File: src/pmicsw_pkg.sv
// constants shared by the pmic secure i2c target modules
package pmicsw_pkg;
   // --------------------------------------------------------------
   // link and timing
   // --------------------------------------------------------------
   localparam logic [6:0] ADDR_BASE   = 7'h08;     // fused field adds onto this
   localparam logic [6:0] ADDR_TEST   = 7'h08;     // fixed address in test mode
   localparam int         SCL_MAX_KHZ = 3400;      // fastest scl served
   localparam int         CLK_HZ      = 20000000;
   localparam int         TIMEOUT_MS  = 10;
   localparam int         TIMEOUT_CYC = TIMEOUT_MS * (CLK_HZ / 1000);
   localparam logic [3:0] ACK_SLOT    = 4'h8;      // bit count of the ninth clock
   localparam logic [3:0] LAST_BIT    = 4'h7;

   // --------------------------------------------------------------
   // crc and random code
   // --------------------------------------------------------------
   localparam logic [7:0] CRC_POLY  = 8'h1D;       // 0x11D with x^8 implied
   localparam logic [7:0] CRC_INIT  = 8'hFF;
   localparam logic [7:0] LFSR_SEED = 8'hA5;

   // --------------------------------------------------------------
   // register offsets, fields and reset values
   // --------------------------------------------------------------
   localparam logic [7:0] REG_ST_OV    = 8'h01;
   localparam logic [7:0] REG_ST_UV    = 8'h02;
   localparam logic [7:0] REG_ST_RUN   = 8'h03;
   localparam logic [7:0] REG_SO_FLAGS = 8'h04;
   localparam logic [7:0] REG_CTRL1    = 8'h05;
   localparam logic [7:0] REG_VMON     = 8'h06;
   localparam logic [7:0] REG_INT_STAT = 8'h07;
   localparam logic [7:0] REG_INT_MASK = 8'h08;
   localparam logic [7:0] REG_CODE_OUT = 8'h09;
   localparam logic [7:0] REG_CODE_RET = 8'h0A;
   localparam int         CTRL_THERM   = 0;
   localparam int         CTRL_WDI_TYP = 1;
   localparam int         CTRL_OVLO    = 2;
   localparam int         CTRL_OVSD    = 3;
   localparam int         CTRL_WD      = 4;
   localparam int         CTRL_WD_SBY  = 5;
   localparam int         CTRL_WDI_SBY = 6;
   localparam int         CTRL_SEC     = 7;
   localparam logic [7:0] CTRL_RST     = 8'hFD;
   localparam logic [6:0] VMON_RST     = 7'h7F;

   typedef enum logic [2:0] {ST_IDLE, ST_ADDR, ST_REG, ST_WDATA, ST_WCRC, ST_RDATA, ST_RCRC, ST_SKIP} pmicsw_state_t;
endpackage : pmicsw_pkg

File: src/pmicsw_crc_if.sv
// carrier between the target and its crc engine
`timescale 1ns/1ps
interface pmicsw_crc_if;
   logic [7:0] crc_in;
   logic [7:0] data_in;
   logic [7:0] crc_out;
   modport user (output crc_in, output data_in, input crc_out);
   modport eng  (input crc_in, input data_in, output crc_out);
endinterface : pmicsw_crc_if

File: src/pmicsw_crc8.sv
// one byte step of the crc-8 over the link bytes
`timescale 1ns/1ps
module pmicsw_crc8 (
   pmicsw_crc_if.eng c
);
   // msb first, one byte per call of the running value
   always_comb
   begin
      logic [7:0] r;
      r = c.crc_in ^ c.data_in;
      for (int i = 0; i < 8; i++)
      begin
         r = r[7] ? ((r << 1) ^ pmicsw_pkg::CRC_POLY) : (r << 1);
      end
      c.crc_out = r;
   end
endmodule : pmicsw_crc8

File: src/pmicsw_sync.sv
// two flip-flop synchroniser for a group of pins
`timescale 1ns/1ps
module pmicsw_sync #(
   parameter int W = 1
) (
   input  logic         sys_clk,
   input  logic         rst,
   input  logic [W-1:0] d,
   output logic [W-1:0] q
);
   logic [W-1:0] meta_q;

   // first stage feeds only the second
   always_ff @(posedge sys_clk)
   begin
      if (rst)
      begin
         meta_q <= '0;
         q      <= '0;
      end
      else
      begin
         meta_q <= d;
         q      <= meta_q;
      end
   end
endmodule : pmicsw_sync

File: src/pmicsw_top.sv
// i2c target with crc check and secure write for the pmic
`timescale 1ns/1ps
//
// Contract
// act only as i2c target, serve scl up to 3.4 MHz.
// address is 0x08 plus the 3-bit fused field, up to 0x0F.
// take a byte only after its eighth bit; drop shorter tails.
// seven bits only: no register write and no acknowledge.
// fused crc enable turns crc checking off or on.
// with crc on, compute crc per transaction and compare with sent byte.
// on crc mismatch drop the write, set crc flag, pull irq unless masked.
// crc-8 polynomial 0x11D, preset 0xFF at each transaction start.
// fused secure enable: 0 plain writes act, 1 needs the handshake; code also drops the handshake while CTRL1 bit 7 is zero.
// protected write waits, random code loaded; host returns it.
// returned code equal: commit pending write, clear code registers.
// returned code differs: drop pending write, clear code registers.
// other command while pending: abandon it, run new command normally.
// no return within 10 ms: cancel pending write.
// self-test over/undervoltage flags are protected, write one clears.
// writing one to protected launch bit starts a self-test.
// five safety-output fault flags are protected, write one clears.
// writing zero disables watchdog counter, standby counter, standby input.
// watchdog input reaction: 0 soft reset, 1 hard reset.
// writing zero to shutdown bit leaves input overvoltage as interrupt only.
// one protected voltage monitor enable per regulator; zero disables.
// writing zero to thermal enable stops thermal detection.
// test mode input high: answer only at fixed address 0x08.
// test mode without power-up event bypasses crc and secure write.
// safety flag clears need the full handshake when secure write is on.
// write crc follows data over addr, reg, data; read crc follows data.
module pmicsw_top #(
   parameter int TIMEOUT_CYC = pmicsw_pkg::TIMEOUT_CYC
) (
   input  logic       sys_clk,
   input  logic       rst,
   input  logic       scl_in,
   input  logic       sda_in,
   output logic       sda_out,
   output logic       sda_oe,
   input  logic [2:0] fuse_addr,
   input  logic       fuse_crc_en,
   input  logic       fuse_secure_en,
   input  logic       test_config_mode_in,
   input  logic       power_up_active,
   input  logic [6:0] selftest_ov_set,
   input  logic [6:0] selftest_uv_set,
   input  logic [4:0] safeout_set,
   output logic [6:0] selftest_overvolt_flags,
   output logic [6:0] selftest_undervolt_flags,
   output logic       self_test_launch,
   output logic [4:0] safeout_flags,
   output logic       thermal_monitor_enable,
   output logic       wdog_input_reset_type,
   output logic       input_overvolt_lockout_enable,
   output logic       input_overvolt_shutdown_enable,
   output logic       wdog_counter_enable,
   output logic       wdog_counter_standby_enable,
   output logic       wdog_input_standby_monitor,
   output logic [6:0] voltage_monitor_enable,
   output logic       irq_out_n
);
   localparam logic [17:0] TMO_LAST = 18'(TIMEOUT_CYC - 1);

   pmicsw_pkg::pmicsw_state_t st_q;
   logic [8:0]  pins_s;
   logic        scl_s, sda_s, scl_p_q, sda_p_q, tm_s, pu_s;
   logic        rise, fall, start, stop, byte_done, tx_mode;
   logic [3:0]  cnt_q;
   logic [6:0]  sh_q;
   logic [7:0]  b, tx_q, ptr_q, wdat_q, wcrc_q, crc_q, rd_val, lfsr_q;
   logic        ack_q, have_d_q, have_c_q, sda_oe_q, irq_q;
   logic [6:0]  my_addr, ov_q, uv_q, vmon_q;
   logic        crc_on, sec_on, bypass, commit, crc_ok, wr_ok, crc_bad;
   logic        prot, chk, chk_ok, rd_cmd, ap_v;
   logic [7:0]  ap_reg, ap_data, code_q, ret_q, pend_reg_q, pend_data_q, ctrl_q;
   logic        pend_q, launch_q, crc_flag_q, crc_mask_q;
   logic [4:0]  so_q;
   logic [17:0] tmr_q;
   pmicsw_crc_if crc_bus ();

   // --------------------------------------------------------------
   // pin sampling and bus conditions
   // --------------------------------------------------------------
   // every link, mode, power-up and fuse pin passes two flops; 20 MHz gives about three samples per
   // scl high phase at the fastest rate, so glitches shorter than that slip
   // link lines pass inverted so cleared stages read as an idle bus, no false edge
   pmicsw_sync #(.W(9)) u_sync (
      .sys_clk (sys_clk),
      .rst     (rst),
      .d       ({~scl_in, ~sda_in, test_config_mode_in, power_up_active, fuse_crc_en, fuse_secure_en, fuse_addr}),
      .q       (pins_s)
   );
   assign scl_s = ~pins_s[8];
   assign sda_s = ~pins_s[7];
   assign tm_s  = pins_s[6];
   assign pu_s  = pins_s[5];

   always_ff @(posedge sys_clk)
   begin
      if (rst)
      begin
         scl_p_q <= 1'b1;
         sda_p_q <= 1'b1;
      end
      else
      begin
         scl_p_q <= scl_s;
         sda_p_q <= sda_s;
      end
   end

   // edges of the sampled link clock, target role only
   assign rise  = scl_s & ~scl_p_q;
   assign fall  = ~scl_s & scl_p_q;
   assign start = scl_s & scl_p_q & sda_p_q & ~sda_s;
   assign stop  = scl_s & scl_p_q & ~sda_p_q & sda_s;

   // mode selection from fuses and test input
   assign bypass  = tm_s & ~pu_s;
   assign crc_on  = pins_s[4] & ~bypass;
   assign sec_on  = pins_s[3] & ctrl_q[pmicsw_pkg::CTRL_SEC] & ~bypass;
   assign my_addr = tm_s ? pmicsw_pkg::ADDR_TEST : pmicsw_pkg::ADDR_BASE + {4'h0, pins_s[2:0]};

   assign tx_mode   = (st_q == pmicsw_pkg::ST_RDATA) || (st_q == pmicsw_pkg::ST_RCRC);
   assign b         = {sh_q, sda_s};
   assign byte_done = rise && cnt_q == pmicsw_pkg::LAST_BIT && !tx_mode;

   // running crc over bytes as they pass, in either direction
   assign crc_bus.crc_in  = crc_q;
   assign crc_bus.data_in = tx_mode ? tx_q : b;
   pmicsw_crc8 u_crc (.c(crc_bus.eng));

   // --------------------------------------------------------------
   // byte engine
   // --------------------------------------------------------------
   // start or repeated start presets the crc; a seven-bit byte still reaches the handler on the stop's scl rise
   always_ff @(posedge sys_clk)
   begin
      if (rst || start || stop)
      begin
         st_q     <= start ? pmicsw_pkg::ST_ADDR : pmicsw_pkg::ST_IDLE;
         cnt_q    <= 4'h0;
         ack_q    <= 1'b0;
         have_d_q <= 1'b0;
         have_c_q <= 1'b0;
         crc_q    <= pmicsw_pkg::CRC_INIT;
         if (rst)
         begin
            sh_q   <= 7'h00;
            tx_q   <= 8'h00;
            ptr_q  <= 8'h00;
            wdat_q <= 8'h00;
            wcrc_q <= 8'h00;
         end
      end
      else if (rise && cnt_q == pmicsw_pkg::ACK_SLOT)
      begin
         cnt_q <= 4'h0;
         ack_q <= 1'b0;
         // host nack ends the read; after data, crc goes out when enabled;
         // our own address acknowledge (sda still driven) is no host answer
         if (tx_mode && !sda_oe_q && sda_s)
            st_q <= pmicsw_pkg::ST_SKIP;
         else if (st_q == pmicsw_pkg::ST_RDATA && !sda_oe_q && crc_on)
         begin
            st_q <= pmicsw_pkg::ST_RCRC;
            tx_q <= crc_q;
         end
         else if (tx_mode && !sda_oe_q)
            st_q <= pmicsw_pkg::ST_SKIP;
      end
      else if (rise && st_q != pmicsw_pkg::ST_IDLE)
      begin
         cnt_q <= cnt_q + 4'h1;
         sh_q  <= b[6:0];
         if (rise && cnt_q == pmicsw_pkg::LAST_BIT && st_q == pmicsw_pkg::ST_RDATA)
            crc_q <= crc_bus.crc_out;
         if (byte_done)
         begin
            unique case (st_q)
               pmicsw_pkg::ST_ADDR:
               begin
                  crc_q <= crc_bus.crc_out;
                  ack_q <= b[7:1] == my_addr;
                  if (b[7:1] != my_addr)
                     st_q <= pmicsw_pkg::ST_SKIP;
                  else if (b[0])
                  begin
                     st_q <= pmicsw_pkg::ST_RDATA;
                     tx_q <= rd_val;
                  end
                  else
                     st_q <= pmicsw_pkg::ST_REG;
               end
               pmicsw_pkg::ST_REG:
               begin
                  crc_q <= crc_bus.crc_out;
                  ptr_q <= b;
                  ack_q <= 1'b1;
                  st_q  <= pmicsw_pkg::ST_WDATA;
               end
               pmicsw_pkg::ST_WDATA:
               begin
                  crc_q    <= crc_bus.crc_out;
                  wdat_q   <= b;
                  ack_q    <= 1'b1;
                  st_q     <= pmicsw_pkg::ST_WCRC;
               end
               pmicsw_pkg::ST_WCRC:
               begin
                  wcrc_q   <= b;
                  ack_q    <= 1'b1;
                  st_q     <= pmicsw_pkg::ST_SKIP;
               end
               default:
                  ack_q <= 1'b0;
            endcase
         end
      end
      else if (fall && cnt_q == pmicsw_pkg::ACK_SLOT)
      begin
         // a byte counts once scl falls after its eighth bit; a stop right
         // after seven bits raises an eighth rise but never this fall
         have_d_q <= have_d_q | (st_q == pmicsw_pkg::ST_WCRC);
         have_c_q <= have_c_q | (st_q == pmicsw_pkg::ST_SKIP && have_d_q);
      end
   end

   // sda is driven on scl low: ack in the ninth slot, data bits when sending
   always_ff @(posedge sys_clk)
   begin
      if (rst || start || stop)
         sda_oe_q <= 1'b0;
      else if (fall)
      begin
         if (cnt_q == pmicsw_pkg::ACK_SLOT)
            sda_oe_q <= ack_q;
         else if (tx_mode)
            sda_oe_q <= ~tx_q[3'h7 - cnt_q[2:0]];
         else
            sda_oe_q <= 1'b0;
      end
   end
   assign sda_oe  = sda_oe_q;
   assign sda_out = 1'b0;

   // --------------------------------------------------------------
   // write commit, crc check and secure handshake
   // --------------------------------------------------------------
   assign commit  = (start || stop) && have_d_q;
   assign crc_ok  = !crc_on || (have_c_q && wcrc_q == crc_q);
   assign wr_ok   = commit && crc_ok;
   assign crc_bad = commit && !crc_ok;
   assign prot    = ptr_q >= pmicsw_pkg::REG_ST_OV && ptr_q <= pmicsw_pkg::REG_VMON;
   assign chk     = wr_ok && pend_q && ptr_q == pmicsw_pkg::REG_CODE_RET;
   assign chk_ok  = chk && wdat_q == code_q;
   assign rd_cmd  = byte_done && st_q == pmicsw_pkg::ST_ADDR && b[7:1] == my_addr && b[0];

   // the write reaching the registers, direct or released by the handshake
   always_comb
   begin
      ap_v    = 1'b0;
      ap_reg  = ptr_q;
      ap_data = wdat_q;
      if (chk_ok)
      begin
         ap_v    = 1'b1;
         ap_reg  = pend_reg_q;
         ap_data = pend_data_q;
      end
      else if (wr_ok && !(prot && sec_on) && ptr_q != pmicsw_pkg::REG_CODE_RET)
         ap_v = 1'b1;
   end

   // free-running lfsr; never zero, so a cleared code is never a live one
   always_ff @(posedge sys_clk)
   begin
      if (rst)
         lfsr_q <= pmicsw_pkg::LFSR_SEED;
      else
         lfsr_q <= {lfsr_q[6:0], lfsr_q[7] ^ lfsr_q[5] ^ lfsr_q[4] ^ lfsr_q[3]};
   end

   // pending protected write, its code and its timer
   always_ff @(posedge sys_clk)
   begin
      if (rst)
      begin
         pend_q      <= 1'b0;
         pend_reg_q  <= 8'h00;
         pend_data_q <= 8'h00;
         code_q      <= 8'h00;
         ret_q       <= 8'h00;
         tmr_q       <= 18'h00000;
      end
      else if (chk)
      begin
         pend_q <= 1'b0;
         code_q <= 8'h00;
         ret_q  <= 8'h00;
      end
      else if (wr_ok && prot && sec_on)
      begin
         pend_q      <= 1'b1;
         pend_reg_q  <= ptr_q;
         pend_data_q <= wdat_q;
         code_q      <= lfsr_q;
         ret_q       <= 8'h00;
         tmr_q       <= 18'h00000;
      end
      else if (pend_q && (wr_ok || (rd_cmd && ptr_q != pmicsw_pkg::REG_CODE_OUT) || tmr_q == TMO_LAST))
      begin
         pend_q <= 1'b0;
         code_q <= 8'h00;
         ret_q  <= 8'h00;
      end
      else
      begin
         if (wr_ok && ptr_q == pmicsw_pkg::REG_CODE_RET)
            ret_q <= wdat_q;
         if (pend_q)
            tmr_q <= tmr_q + 18'h00001;
      end
   end

   // --------------------------------------------------------------
   // register file
   // --------------------------------------------------------------
   // hardware sets win over a write-one clear in the same cycle
   always_ff @(posedge sys_clk)
   begin
      if (rst)
      begin
         ov_q       <= 7'h00;
         uv_q       <= 7'h00;
         so_q       <= 5'h00;
         launch_q   <= 1'b0;
         ctrl_q     <= pmicsw_pkg::CTRL_RST;
         vmon_q     <= pmicsw_pkg::VMON_RST;
         crc_flag_q <= 1'b0;
         crc_mask_q <= 1'b0;
         irq_q      <= 1'b1;
      end
      else
      begin
         ov_q     <= (ov_q & ~((ap_v && ap_reg == pmicsw_pkg::REG_ST_OV) ? ap_data[6:0] : 7'h00)) | selftest_ov_set;
         uv_q     <= (uv_q & ~((ap_v && ap_reg == pmicsw_pkg::REG_ST_UV) ? ap_data[6:0] : 7'h00)) | selftest_uv_set;
         so_q     <= (so_q & ~((ap_v && ap_reg == pmicsw_pkg::REG_SO_FLAGS) ? ap_data[4:0] : 5'h00)) | safeout_set;
         launch_q <= ap_v && ap_reg == pmicsw_pkg::REG_ST_RUN && ap_data[0];
         if (ap_v && ap_reg == pmicsw_pkg::REG_CTRL1)
            ctrl_q <= ap_data;
         if (ap_v && ap_reg == pmicsw_pkg::REG_VMON)
            vmon_q <= ap_data[6:0];
         crc_flag_q <= (crc_flag_q & ~(ap_v && ap_reg == pmicsw_pkg::REG_INT_STAT && ap_data[0])) | crc_bad;
         if (ap_v && ap_reg == pmicsw_pkg::REG_INT_MASK)
            crc_mask_q <= ap_data[0];
         irq_q <= ~(crc_flag_q & ~crc_mask_q);
      end
   end

   // read data for the pointed register; unmapped offsets read zero
   always_comb
   begin
      unique case (ptr_q)
         pmicsw_pkg::REG_ST_OV:    rd_val = {1'b0, ov_q};
         pmicsw_pkg::REG_ST_UV:    rd_val = {1'b0, uv_q};
         pmicsw_pkg::REG_SO_FLAGS: rd_val = {3'h0, so_q};
         pmicsw_pkg::REG_CTRL1:    rd_val = ctrl_q;
         pmicsw_pkg::REG_VMON:     rd_val = {1'b0, vmon_q};
         pmicsw_pkg::REG_INT_STAT: rd_val = {7'h00, crc_flag_q};
         pmicsw_pkg::REG_INT_MASK: rd_val = {7'h00, crc_mask_q};
         pmicsw_pkg::REG_CODE_OUT: rd_val = code_q;
         pmicsw_pkg::REG_CODE_RET: rd_val = ret_q;
         default:                  rd_val = 8'h00;
      endcase
   end

   // outputs straight from the register flops
   assign selftest_overvolt_flags        = ov_q;
   assign selftest_undervolt_flags       = uv_q;
   assign safeout_flags                  = so_q;
   assign self_test_launch               = launch_q;
   assign thermal_monitor_enable         = ctrl_q[pmicsw_pkg::CTRL_THERM];
   assign wdog_input_reset_type          = ctrl_q[pmicsw_pkg::CTRL_WDI_TYP];
   assign input_overvolt_lockout_enable  = ctrl_q[pmicsw_pkg::CTRL_OVLO];
   assign input_overvolt_shutdown_enable = ctrl_q[pmicsw_pkg::CTRL_OVSD];
   assign wdog_counter_enable            = ctrl_q[pmicsw_pkg::CTRL_WD];
   assign wdog_counter_standby_enable    = ctrl_q[pmicsw_pkg::CTRL_WD_SBY];
   assign wdog_input_standby_monitor     = ctrl_q[pmicsw_pkg::CTRL_WDI_SBY];
   assign voltage_monitor_enable         = vmon_q;
   assign irq_out_n                      = irq_q;
endmodule : pmicsw_top

File: config.mk
export PLATFORM = sky130hd
export DESIGN_NAME = pmicsw_top
export DESIGN_NICKNAME = d
export VERILOG_FILES = /design/src/pmicsw_pkg.sv /design/src/pmicsw_crc_if.sv /design/src/pmicsw_crc8.sv /design/src/pmicsw_sync.sv /design/src/pmicsw_top.sv
export SDC_FILE = /design/constraint.sdc
export NUM_CORES = 1
export LEC_CHECK = 0
export ABC_AREA = 1
export ABC_CLOCK_PERIOD_IN_PS = 6500
export BUFFER_PORTS_ARGS = -buffer_cell sky130_fd_sc_hd__buf_2
export CAP_MARGIN = 20
export CORE_ASPECT_RATIO = 0.9
export CORE_MARGIN = 2
export CORE_UTILIZATION = 45
export CTS_BUF_LIST = sky130_fd_sc_hd__clkbuf_2 sky130_fd_sc_hd__clkbuf_4 sky130_fd_sc_hd__clkbuf_8
export DETAILED_ROUTE_END_ITERATION = 6
export GPL_TIMING_DRIVEN = 0
export SLEW_MARGIN = 5
export SYNTH_ARGS = -nofsm -noshare
export SYNTH_HDL_FRONTEND = slang
export SYNTH_SLANG_ARGS = --single-unit
File: constraint.sdc
create_clock -name sys_clk -period 6.5 [get_ports sys_clk]
set_input_delay 1.95 -clock sys_clk [delete_from_list [all_inputs] [get_ports sys_clk]]
set_output_delay 1.95 -clock sys_clk [all_outputs]
set_load 0.01 [all_outputs]
=== Word level (Yosys, flattened, before mapping) ===
Index checks and enable logic that the tools add are counted.

* Input bits: 30
* Register bits after elaboration: 175
* Output and inout port bits: 37
* Logic and storage cells: 285

* Equality and inequality tests: 41
* Reductions and logical operators: 80
* $lt $le $gt $ge: 3
* $add $sub $neg: 4
* Bitwise logic cells: 52
* Muxes and demuxes: 73

{| class="wikitable"
|+ Operators by type and width
! cell !! count
|-
| $mux W8 || 33
|-
| $pmux W8 S9 || 1
|-
| $eq A8 B3 Y1 const B || 8
|-
| $mux W18 || 3
|-
| $mux W5 || 10
|-
| $mux W7 || 6
|-
| $logic_and A1 B1 Y1 || 40
|-
| $eq A8 B4 Y1 const B || 4
|-
| $not A4 Y4 || 8
|-
| $mux W3 || 9
|-
| $eq A8 B2 Y1 const B || 3
|-
| $add A18 B1 Y18 const B || 1
|-
| $eq A18 B18 Y1 const B || 1
|-
| $eq A8 B1 Y1 const B || 2
|-
| $eq A8 B8 Y1 || 2
|-
| $ne A8 B4 Y1 const B || 2
|-
| $not A1 Y1 || 15
|-
| $reduce_and A5 Y1 || 3
|-
| $and A7 B7 Y7 || 2
|-
| $not A7 Y7 || 2
|-
| $or A7 B7 Y7 || 2
|-
| $reduce_bool A2 Y1 || 7
|-
| $and A1 B1 Y1 || 13
|-
| $eq A3 B3 Y1 const B || 4
|-
| other kinds (39) || 72
|}

=== Depth between registers and ports, before layout ===
Gate-level depths: netlist of run 1.

* Depth in word-level cells: 23
* Gate-level depth with buffers: 18
* Mapped depth without buffers: 18

=== By module ===
Synthesis of run 1 repeated with hierarchy kept, for this count alone.

* Cells, all modules: 1144
* Area total of the unflattened synthesis: 8535.7 sq um

{| class="wikitable"
|+ By module, submodules not included
! module !! cells each !! area each (sq um) !! times used
|-
| pmicsw_top || 971 || 7499.7 || 1
|-
| pmicsw_sync || 56 || 521.8 || 1
|-
| pmicsw_crc8 || 117 || 514.2 || 1
|}

=== Least setup slack after synthesis of run 1 ===
No wires, ideal clock.

* Path type: input -> register
* Start: input rst
* End: register tx_q[0] (enable)
* Data required time: 6.114 ns
* Stages on the path: 3
* Arrival: 2.981 ns
* Path buffers: 0
* Path slack: 3.133 ns
* Setup time: 0.386 ns
* Cell sequence: nor2_1 -> a21oi_1 -> a211oi_1

* Longest elaborated chain between the ends: 4

{| class="wikitable"
|+ Ends and longest elaborated chain
! element !! line !! text
|-
| from (decl) || pmicsw_top.sv:35 || <nowiki>input logic rst,</nowiki>
|-
| $logic_or A1 B1 Y1 (2 in a row) || pmicsw_top.sv:139 || <nowiki>if (rst || start || stop)</nowiki>
|-
| $ne A3 B1 Y1 (no source line), or another cell as far along || -- ||
|-
| $reduce_and A8 Y1 (no source line) * || -- ||
|-
| to (signal assigned) || pmicsw_top.sv:167 || <nowiki>tx_q <= crc_q;</nowiki>
|-
| to (signal assigned) || pmicsw_top.sv:190 || <nowiki>tx_q <= rd_val;</nowiki>
|-
| to (decl) || pmicsw_top.sv:70 || <nowiki>logic [7:0] b, tx_q, ptr_q, wdat_q, wcrc_q, crc_q, rd_val, lfsr_q;</nowiki>
|}

Mark *: on every way between the ends. The rest lies on a longest branch, timed or not.
A chain may end at the register's enable or synchronous reset.

=== Final worst setup path of run 1 ===
* Start: input rst
* End: register tx_q[1] (enable)

Same word-level chain as after synthesis.

==> results of run 1 <==
[stage by stage]
stage          utilization [%]  std cells
6_report                 51.81       1461
5_1_grt                  51.81       1461
4_1_cts                  51.69       1457
3_5_place_dp             49.70       1426
3_3_place_gp             49.68       1426
2_1_floorplan                -       1116
[worst min-delay path by stage]
stage	end	slack [ns]	depth (start not counted)
floorplan	scl_p_q	0.39	1
global placement	u_sync.q[1]	0.39	2
detailed placement	u_sync.q[5]	0.40	2
CTS	u_sync.q[5]	0.41	2
global route	u_sync.q[3]	0.43	2
finish	u_sync.q[5]	0.41	2
[worst register-to-register path, delay by kind of cell, from the launching register on]
family	cells	cell delay [ns]
and+or+nand+nor	3	0.49
AOI/OAI and AO/OA	2	0.80
DFF	1	0.41
buffers and inverters	3	0.74
adders and majority gates	1	0.17
[cell type report]
cell class,count,area (sq um)
Sequential cell,175,3924
Tap cell,245,306.5
Multi-Input combinational cell,746,3909
Clock buffer,22,284.0
Inverter,167,634.4
Timing Repair Buffer,69,347.8
Fill cell,1882,8955
Clock inverter,9,85.08
Buffer,28,137.6
[power by group]
group | switching [mW] | internal [mW]
registers | 0.0329 | 1.15
clock network | 0.399 | 0.335
logic | 0.202 | 0.102
total | 0.634 | 1.59
[per-layer routing]
layer	wire, microns	track usage [%]	vias up
met3	1691	5.556	25
met5	0	0	-
met1	11720	35.01	3396
met2	9613	33.51	237
li1	-	-	3812
met4	418	7.233	0
[cells by family (layout without fill, tap and decap cells)]
family                   count (synthesis)  after routing  share of synthesized area [%]
AO/OA/AOI/OAI                          198            198                          13.27
XOR/XNOR                                40             40                          4.336
adder cells (fa/ha/maj)                  3              3                         0.4365
buffers and inverters                  195            295                          8.977
flip-flops                             175            175                          45.63
other                                    1              1                        0.04361
AND/OR/NAND/NOR                        504            504                          27.31
[synth_stat cells, drive strengths merged, types with 2 or more instances]
| master | instances |
|---|---|
| o22ai | 3 |
| a221oi | 3 |
| nor2 | 110 |
| edfxtp | 42 |
| nor3 | 18 |
| buf | 8 |
| nand2 | 245 |
| a31oi | 3 |
| nand4 | 16 |
| o21ai | 63 |
| nand3 | 100 |
| xnor2 | 14 |
| a211oi | 3 |
| or2 | 5 |
| dfxtp | 133 |
| ha | 3 |
| clkinv | 4 |
| clkbuf | 20 |
| a32o | 3 |
| nor4 | 6 |
| a22oi | 4 |
| o21bai | 5 |
| o211ai | 3 |
| inv | 163 |
| nand3b | 2 |
| xor2 | 26 |
| a21oi | 103 |
==> flow_summary_export.csv, run 1 <==
group,metric,value,unit
critical_path,reg2reg_to,"tx_q[1]",
critical_path,worstRegToRegCells,9,
routing,drt_first_pass_iters,5,
logic_synthesis,synth.area.top_cells,"dfxtp_1 31%, edfxtp_1 15%, nand2_1 9.9%, inv_1 6.5%, a21oi_1 5.9%",
logic_synthesis,syn_inst,1116,
power_and_ir_drop,ir_drop,129.3,uV
critical_path,worstSetupEndpoint,"tx_q[1]",
critical_path,cp_max_fo,9,
routing,routedWlPerCell,16.04,microns
logic_synthesis,synth_edf_count,42,
global_route,grt_use_total,23.46,%
routing,vias,7470,
layout,nets,1237,
cts,clkLatencyLatePin,0.46,ns
layout,regMostFlops,"tmr_q",
layout,drive_above_1_share,14.88,%
logic_synthesis,synth_top_cell_area_share,30.96,%
logic_synthesis,ys_seq_area_share,45.63,%
timing,tightest_slew,0.9416,ns
critical_path,worstSetupPathDepth,5,
logic_synthesis,ys_seq_elements,175,
cts,cts-resized-gates,0,
critical_path,crit_chain,"buf_2 > nor2_1 > clkinv_1 > nor2_1 > a211oi_2",
power_and_ir_drop,leakagePower,4.067,nW
critical_path,timing.rr.start,"cnt_q[0]",
hold_path,worstHoldStart,"u_sync.meta_q[5]",
power_and_ir_drop,p_total,2.225,mW
critical_path,rrSetupSlack,3.53,ns
power_and_ir_drop,pwr_density_cell,231.1,mW/mm^2
logic_synthesis,async_reset_ff_share,0,%
logic_synthesis,yosysTopAreaCell,"dfxtp_1",
cts,ctsHoldBuffers,0,
critical_path,end_kind,"register",
critical_path,crit_start,"rst",
timing,period_minus_slack,3.515,ns
critical_path,path_class,"primary input to register",
logic_synthesis,synth_ff_type,"dfxtp_1",
layout,largest_reg_flops,18,
timing,finalSetupTns,0,ns
floorplanning,die_y,135.1,microns
placement,routabilityCongestion,0.9340,
floorplanning,die-area,0.02023,sq mm
cts,clockBufferDepth,2,
cts,cts-root-buf,"clkbuf_8",
timing,finalWorstSetupSlack,2.985,ns
run,cap_violations,0,
global_route,grt_start_max_net_pins,17,
cts,cts-htree-levels,4,
placement,dp_slack,2.533,ns
timing,fmax,284.5,MHz
critical_path,cpMostUsedCell,"nor2_1",
routing,wirelength,23440,microns
layout,final_cell_mix,"227 x nand2_1, 149 x inv_1, 133 x dfxtp_1",
hold_path,hold_class,"register to register",
timing,post-route-period-util,54.08,%
critical_path,arrival,3.67,ns
logic_synthesis,synth.distinct_cells,54,
placement,dpl-instance-area,0.009236,sq mm
placement,io_buffers,65,
layout,num_antenna_cells,0,
global_route,antenna_found_initial,0,
timing,slew_viol_final,0,
floorplanning,start_util,46.28,%
critical_path,crit_path_start_kind,"primary input",
floorplanning,die_w,149.7,microns
timing,setup_viol,0,
critical_path,timing.critical_path.buf_inv,2,
routing,drc,0,
routing,vias_per_cell,5.113,
timing,hold_ws,0.4071,ns
critical_path,cp_slowest_cell,"nor2_1",
cts,clkTransAtPathRegs,0.08,ns
cts,cts_sinks,175,
floorplanning,core_area,0.01858,sq mm
layout,final_common_cell,"nand2_1",
global_route,grt_pass1_wl,36490,microns
run_status,status,"complete, no violations",
timing,rsz0062_at_grt,"no",
floorplanning,io_pins,67,
global_route,gr-total-overflow,0,
logic_synthesis,avgSynthCellArea,7.706,sq um
logic_synthesis,netlist_area,0.008599,sq mm
cts,postCtsSetupBuffers,0,
global_route,grt_pass1_vias,6755,
timing,skew,0.01323,ns
critical_path,required,6.65,ns
placement,dp_hpwl,17920,microns
critical_path,crit_family,"simple AND/OR/NAND/NOR gates",
cts,cts_tree,"done",
layout,top_regs,"tmr_q x18, u_sync.meta_q x9, u_sync.q x9",
cts,cts_buffers,17,
routing,ant_nets,0,
logic_synthesis,synth_nets,1149,
logic_synthesis,yosys_warnings,0,
timing,relSlewSlack,36.74,%
floorplanning,num_rows,47,
routing,initialDrtViolationCount,522,
timing,finalHoldViolations,0,
layout,postLayoutCellArea,0.009628,sq mm
critical_path,max_stage_delay,0.46,ns
layout,area_delta_synth_final,11.96,%
Note: power is estimated with default switching activity, not from simulation.
==> run 2, diff against run 1 <==
--- a/config.mk
+++ b/config.mk
@@ -5,8 +5,8 @@
 export SDC_FILE = /design/constraint.sdc
 export NUM_CORES = 1
 export LEC_CHECK = 0
-export ABC_AREA = 1
-export ABC_CLOCK_PERIOD_IN_PS = 6500
+export ABC_AREA = 0
+export ABC_CLOCK_PERIOD_IN_PS = 3360
 export BUFFER_PORTS_ARGS = -buffer_cell sky130_fd_sc_hd__buf_2
 export CAP_MARGIN = 20
 export CORE_ASPECT_RATIO = 0.9
==> constraint.sdc (replaced) <==
create_clock -name sys_clk -period 3.36 [get_ports sys_clk]
set_input_delay 1.008 -clock sys_clk [delete_from_list [all_inputs] [get_ports sys_clk]]
set_output_delay 1.008 -clock sys_clk [all_outputs]
set_load 0.01 [all_outputs]
==> run 2 against run 1 <==
Against the previous run:
- the run now ends with design-rule violations left
- sequential cell count is the same
- synthesized area is 5.1% lower
- setup slack worse by 2.7 ns
- critical path type is now register to register
- largest cell class is now multi-input combinational cells
- largest power group unchanged
==> flow_summary_export.csv, run 2 <==
group,metric,value,unit
critical_path,timing.critical_path.buf_inv,1,
routing,drt_first_pass_iters,7,
floorplanning,core_area,0.01767,sq mm
critical_path,required,3.74,ns
layout,final_cell_mix,"133 x dfxtp_1, 97 x nor2_1, 79 x nand2_1",
critical_path,cp_slowest_cell,"nor4_4",
global_route,top_usage_layer,"met1",
global_route,grt_start_max_net_pins,17,
global_route,antenna_found_initial,0,
layout,area_delta_synth_final,12.57,%
cts,cts_buffers,17,
global_route,grt_pass1_vias,6330,
power_and_ir_drop,leakagePower,3.348,nW
logic_synthesis,netlist_top_cells_count,"133 x dfxtp_1, 97 x nor2_1, 79 x nand2_1, 76 x a21oi_1, 42 x edfxtp_1",
critical_path,cp_max_fo,10,
logic_synthesis,async_reset_ff_share,0,%
critical_path,timing.rr.start,"ptr_q[4]",
layout,final_common_cell,"dfxtp_1",
critical_path,rrSetupSlack,0.30,ns
cts,clockBufferDepth,2,
timing,fmax,327.0,MHz
critical_path,cpMostUsedCell,"nor4_4",
critical_path,max_stage_delay,0.59,ns
global_route,grt_use_total,23.90,%
timing,finalSetupTns,0,ns
timing,tightest_slew,0.9542,ns
placement,io_buffers,65,
logic_synthesis,yosysTopAreaCell,"dfxtp_1",
logic_synthesis,syn_inst,886,
power_and_ir_drop,pwr_density_cell,465.0,mW/mm^2
logic_synthesis,synth_edf_count,42,
logic_synthesis,avgSynthCellArea,9.210,sq um
layout,nets,1006,
floorplanning,io_pins,67,
critical_path,worstSetupEndpoint,"ctrl_q[5]",
cts,cts_tree,"done",
critical_path,reg2reg_to,"ctrl_q[5]",
routing,drc,1,
placement,placedCellCount,1193,
timing,setup_viol,0,
cts,cts-htree-levels,4,
floorplanning,die-area,0.01923,sq mm
global_route,met1_usage,36.09,%
cts,cts_sinks,175,
layout,drive_above_1_share,13.59,%
logic_synthesis,synth.area.top_cells,"dfxtp_1 33%, edfxtp_1 15%, a21oi_1 4.7%, nor2_1 4.5%, nand2_1 3.6%",
floorplanning,die_w,145.9,microns
timing,slew_viol_final,0,
critical_path,path_class,"register to register",
logic_synthesis,synth_top_cell_area_share,32.63,%
run_status,violations,"design-rule violations",
logic_synthesis,synth_ff_type,"dfxtp_1",
layout,num_antenna_cells,0,
placement,dp_hpwl,16980,microns
power_and_ir_drop,ir_drop,266.9,uV
logic_synthesis,netlist_area,0.008160,sq mm
timing,rsz0062_at_grt,"no",
layout,top_regs,"tmr_q x18, u_sync.meta_q x9, u_sync.q x9",
critical_path,worstSetupPathDepth,8,
global_route,global_route.usage.met2,34.93,%
logic_synthesis,ys_seq_elements,175,
critical_path,worstRegToRegCells,8,
critical_path,arrival,3.44,ns
layout,largest_reg_flops,18,
routing,vias_per_cell,5.646,
hold_path,hold_class,"register to register",
run_status,status,"complete, but fails checks",
timing,relSlewSlack,35.96,%
logic_synthesis,yosysMostFrequentCell,"dfxtp_1",
logic_synthesis,ys_seq_area_share,48.08,%
global_route,gr-total-overflow,0,
timing,finalHoldViolations,0,
run,cap_violations,0,
logic_synthesis,yosys_warnings,0,
timing,post-route-period-util,91.00,%
layout,regMostFlops,"tmr_q",
logic_synthesis,synth_nets,919,
routing,initialDrtViolationCount,592,
routing,vias,6922,
cts,clkLatencyLatePin,0.47,ns
critical_path,crit_path_start_kind,"register",
floorplanning,num_rows,46,
logic_synthesis,synth.distinct_cells,69,
critical_path,crit_family,"simple AND/OR/NAND/NOR gates",
routing,routedWlPerCell,18.58,microns
floorplanning,die_y,131.8,microns
critical_path,end_kind,"register",
cts,clkTransAtPathRegs,0.09,ns
placement,routabilityCongestion,0.9359,
timing,skew,0.01856,ns
critical_path,crit_chain,"nor4_4 > nand4_4 > nor3_2 > a41oi_1 > nor4_4 > buf_2 > nor3_1 > a21oi_1",
cts,cts-root-buf,"clkbuf_8",
global_route,grt.met3_usage,5.917,%
timing,period_minus_slack,3.058,ns
global_route,grt_pass1_wl,35670,microns
routing,ant_nets,0,
floorplanning,start_util,46.18,%
layout,final_cells,1226,
critical_path,crit_start,"ptr_q[4]",
routing,wirelength,22770,microns
## run 2: stage by stage
step | total power [mW] | instance area (sq um) | worst slack, ns | hold WS (ns) | utilization (%)
6_report | 4.271 | 9186 | 0.3023 | 0.4426 | 51.99
3_3_place_gp | 2.871 | 8786 | -0.2873 | 0.4077 | 49.72
5_1_grt | 4.447 | 9186 | 0.08775 | 0.4574 | 51.99
4_1_cts | 4.285 | 9171 | 0.1400 | 0.4349 | 51.90
2_1_floorplan | 2.700 | 8160 | 0.7601 | 0.3647 | -
3_5_place_dp | 2.873 | 8795 | -0.3552 | 0.4160 | 49.77
## run 2: worst min path at each step
stage | start | end | cells after the start
after floorplan | crc_flag_q | irq_out_n | 1
after global placement | crc_flag_q | irq_out_n | 1
after detailed placement | crc_flag_q | irq_out_n | 1
after CTS | crc_flag_q | irq_out_n | 1
after global routing | u_sync.meta_q[3] | u_sync.q[3] | 1
final | u_sync.meta_q[5] | u_sync.q[5] | 1
## run 2: cell type report
cell class | count | area (sq um)
inverters | 28 | 105.1
multi-input cells | 634 | 3940
plain buffers | 49 | 201.4
fillers | 1655 | 8483
flip-flops and latches | 175 | 3924
clock inverters | 11 | 106.4
repair buffers | 68 | 339.1
well taps | 240 | 300.3
clock buffers | 21 | 270.3
## run 2: worst register-to-register path, delay by kind of cell (launching register included)
| family | cells | cell delay, ns |
|---|---|---|
| AO/OA/AOI/OAI | 2 | 0.45 |
| flip-flops | 1 | 0.43 |
| buffers and inverters | 1 | 0.34 |
| AND/OR/NAND/NOR | 5 | 1.74 |
## run 2: where the power goes
group          internal, mW  switching, mW  leakage [nW]
sequential             2.23         0.0624          1.51
combinational         0.210          0.333          1.64
clock                 0.640          0.795         0.193
## run 2: cells by family after synthesis
kind of cell | after synthesis | synth area share [%]
compound gates | 196 | 15.12
xor+xnor | 50 | 5.535
fa+ha+maj | 3 | 0.4600
buf+inv | 77 | 3.756
flops | 175 | 48.08
mux | 34 | 4.692
other cells | 1 | 0.04595
simple gates | 350 | 22.31
## run 2: per-layer routing
layer	share of wire [%]	vias to the layer above	routed length, microns
met5	0	-	0
met4	0.70	0	160
met3	7.8	16	1775
met2	43	266	9737
met1	49	3306	11100
li1	-	3334	-
## run 2: timing repair
action,4_1_cts,5_1_grt
setup buffers,0,0
endpoints found under the setup margin,0,1
gates resized for setup,0,2
hold buffers,0,0
endpoints found under the hold margin,0,0
==> run 3, diff against run 2 <==
--- a/config.mk
+++ b/config.mk
@@ -10,11 +10,12 @@
 export BUFFER_PORTS_ARGS = -buffer_cell sky130_fd_sc_hd__buf_2
 export CAP_MARGIN = 20
 export CORE_ASPECT_RATIO = 0.9
-export CORE_MARGIN = 2
-export CORE_UTILIZATION = 45
+export CORE_MARGIN = 5
+export CORE_UTILIZATION = 62
 export CTS_BUF_LIST = sky130_fd_sc_hd__clkbuf_2 sky130_fd_sc_hd__clkbuf_4 sky130_fd_sc_hd__clkbuf_8
 export DETAILED_ROUTE_END_ITERATION = 6
 export GPL_TIMING_DRIVEN = 0
+export PLACE_DENSITY_LB_ADDON = 0.15
 export SLEW_MARGIN = 5
 export SYNTH_ARGS = -nofsm -noshare
 export SYNTH_HDL_FRONTEND = slang
==> run 3 against run 2 <==
Against the previous run:
- the flow now finishes without violations
- die area shrank 19%
- utilization grew 19 points
- setup slack lost 0.16 ns
- first-iteration DRC count grew 37%
==> flow_summary_export.csv, run 3 (same netlist as run 2, synthesis figures left out) <==
group,metric,value,unit
run_status,status,"complete, no violations",
timing,relSlewSlack,38.86,%
cts,clkTransAtPathRegs,0.10,ns
layout,fin_util,71.25,%
timing,rsz0062_at_grt,"no",
layout,largest_reg_flops,18,
timing,finalSetupTns,0,ns
timing,slew_viol_final,0,
floorplanning,core_area,0.01278,sq mm
routing,initialDrtViolationCount,813,
layout,final_cell_mix,"133 x dfxtp_1, 97 x nor2_1, 79 x nand2_1",
routing,wirelength,21580,microns
hold_path,hold_class,"register to register",
critical_path,timing.rr.start,"ptr_q[4]",
routing,ant_nets,0,
routing,drt_first_pass_iters,7,
cts,cts-htree-levels,4,
global_route,antenna_found_initial,0,
critical_path,required,3.69,ns
timing,hold_ws,0.4128,ns
critical_path,cp_max_fo,9,
hold_path,worstHoldStart,"crc_flag_q",
global_route,grt_start_max_net_pins,17,
power_and_ir_drop,leakagePower,3.362,nW
critical_path,rrSetupSlack,0.14,ns
placement,io_buffers,65,
power_and_ir_drop,p_total,4.298,mW
hold_path,holdPathEnd,"irq_out_n",
power_and_ir_drop,switching_share,27.74,%
layout,drive_above_1_share,13.39,%
cts,cts-root-buf,"clkbuf_8",
layout,final_common_cell,"dfxtp_1",
critical_path,crit_path_start_kind,"register",
critical_path,end_kind,"register",
critical_path,worstRegToRegCells,8,
power_and_ir_drop,ir_drop,412.3,uV
cts,clockBufferDepth,2,
placement,dp_hpwl,16190,microns
layout,top_regs,"tmr_q x18, u_sync.meta_q x9, u_sync.q x9",
floorplanning,die-area,0.01556,sq mm
layout,regMostFlops,"tmr_q",
cts,ctsHoldBuffers,0,
run,cap_violations,0,
critical_path,arrival,3.55,ns
timing,tightest_slew,0.8916,ns
routing,drc,0,
layout,nets,1006,
hold_path,holdPathStages,1,
routing,vias_per_cell,6.116,
floorplanning,num_rows,39,
power_and_ir_drop,pwr_density_cell,471.8,mW/mm^2
timing,period_minus_slack,3.222,ns
routing,vias,7033,
cts,cts_tree,"done",
cts,clkLatencyLatePin,0.48,ns
timing,finalHoldViolations,0,
routing,routedWlPerCell,18.77,microns
global_route,grt_pass1_vias,6530,
layout,postLayoutCellArea,0.009109,sq mm
cts,cts_sinks,175,
global_route,grt_pass1_wl,34030,microns
power_and_ir_drop,p_sw,1.192,mW
timing,post-route-period-util,95.89,%
global_route,gr-total-overflow,0,
global_route,grt_use_total,28.20,%
timing,fmax,310.4,MHz
power_and_ir_drop,p_comb_share,12.5,%
cts,cts-resized-gates,0,
layout,num_antenna_cells,0,
timing,skew,0.01438,ns
floorplanning,die_w,130.9,microns
critical_path,path_class,"register to register",
placement,dp_slack,-0.1796,ns
power_and_ir_drop,p_int,3.105,mW
floorplanning,start_util,63.83,%
floorplanning,die_y,118.8,microns
timing,setup_viol,0,
layout,area_delta_synth_final,11.62,%
layout,final_cells,1150,
power_and_ir_drop,pwr-share-clk,34.2,%
power_and_ir_drop,p_seq_share,53.4,%
floorplanning,io_pins,67,
placement,dpl-instance-area,0.008701,sq mm
placement,placedCellCount,1116,
placement,routabilityCongestion,0.9381,
timing,finalWorstSetupSlack,0.1382,ns
cts,postCtsSetupBuffers,0,
critical_path,reg2reg_to,"self_test_launch",
cts,cts_buffers,17,
## run 3: cell type report
type / instances / area [sq um]
timing repair buffer: 68 / 345.3
fill: 1011 / 3676
multi-input combinational: 634 / 3930
buffer: 49 / 201.4
sequential: 175 / 3924
clock inverter: 12 / 122.6
clock buffer: 20 / 275.3
tap: 164 / 205.2
inverter: 28 / 105.1
## run 3: power by group through the flow
stage | sequential, mW | combinational [mW] | clock [mW]
after floorplan | 2.32 | 0.375 | 0
after global placement | 2.34 | 0.515 | 0
after detailed placement | 2.34 | 0.524 | 0
after CTS | 2.29 | 0.528 | 1.48
after global routing | 2.30 | 0.581 | 1.57
final | 2.29 | 0.535 | 1.47
## run 3: worst max path at each step
stage | startpoint | to | slack (ns) | cells after the start
6_report | ptr_q[4] | self_test_launch | 0.14 | 8
5_1_grt | ptr_q[4] | crc_mask_q | 0.06 | 8
4_1_cts | ptr_q[4] | crc_mask_q | 0.20 | 8
3_5_place_dp | rst | tx_q[5] | -0.18 | 5
3_3_place_gp | rst | tx_q[3] | -0.16 | 5
2_1_floorplan | rst | tx_q[0] | 0.76 | 4
## run 3: worst max-delay path: stages, from the launching register on
cell and delay (ns):
edfxtp_1 0.44, nor4_4 0.47, nand4_4 0.20, or3_1 0.42
nor3_1 0.14, buf_4 0.24, mux2i_1 0.31, nor4_2 0.33
nor4b_1 0.48
## run 3: per-layer routing
layer  share of wire [%]  global-route usage (%)  up-vias  wire, microns
li1                    -                       -     3334              -
met1                  44                   40.81     3331           9484
met2                  44                   41.20      329           9598
met3                 9.5                   7.431       39           2042
met4                 2.1                   9.319        0            459
met5                   0                       0        -              0
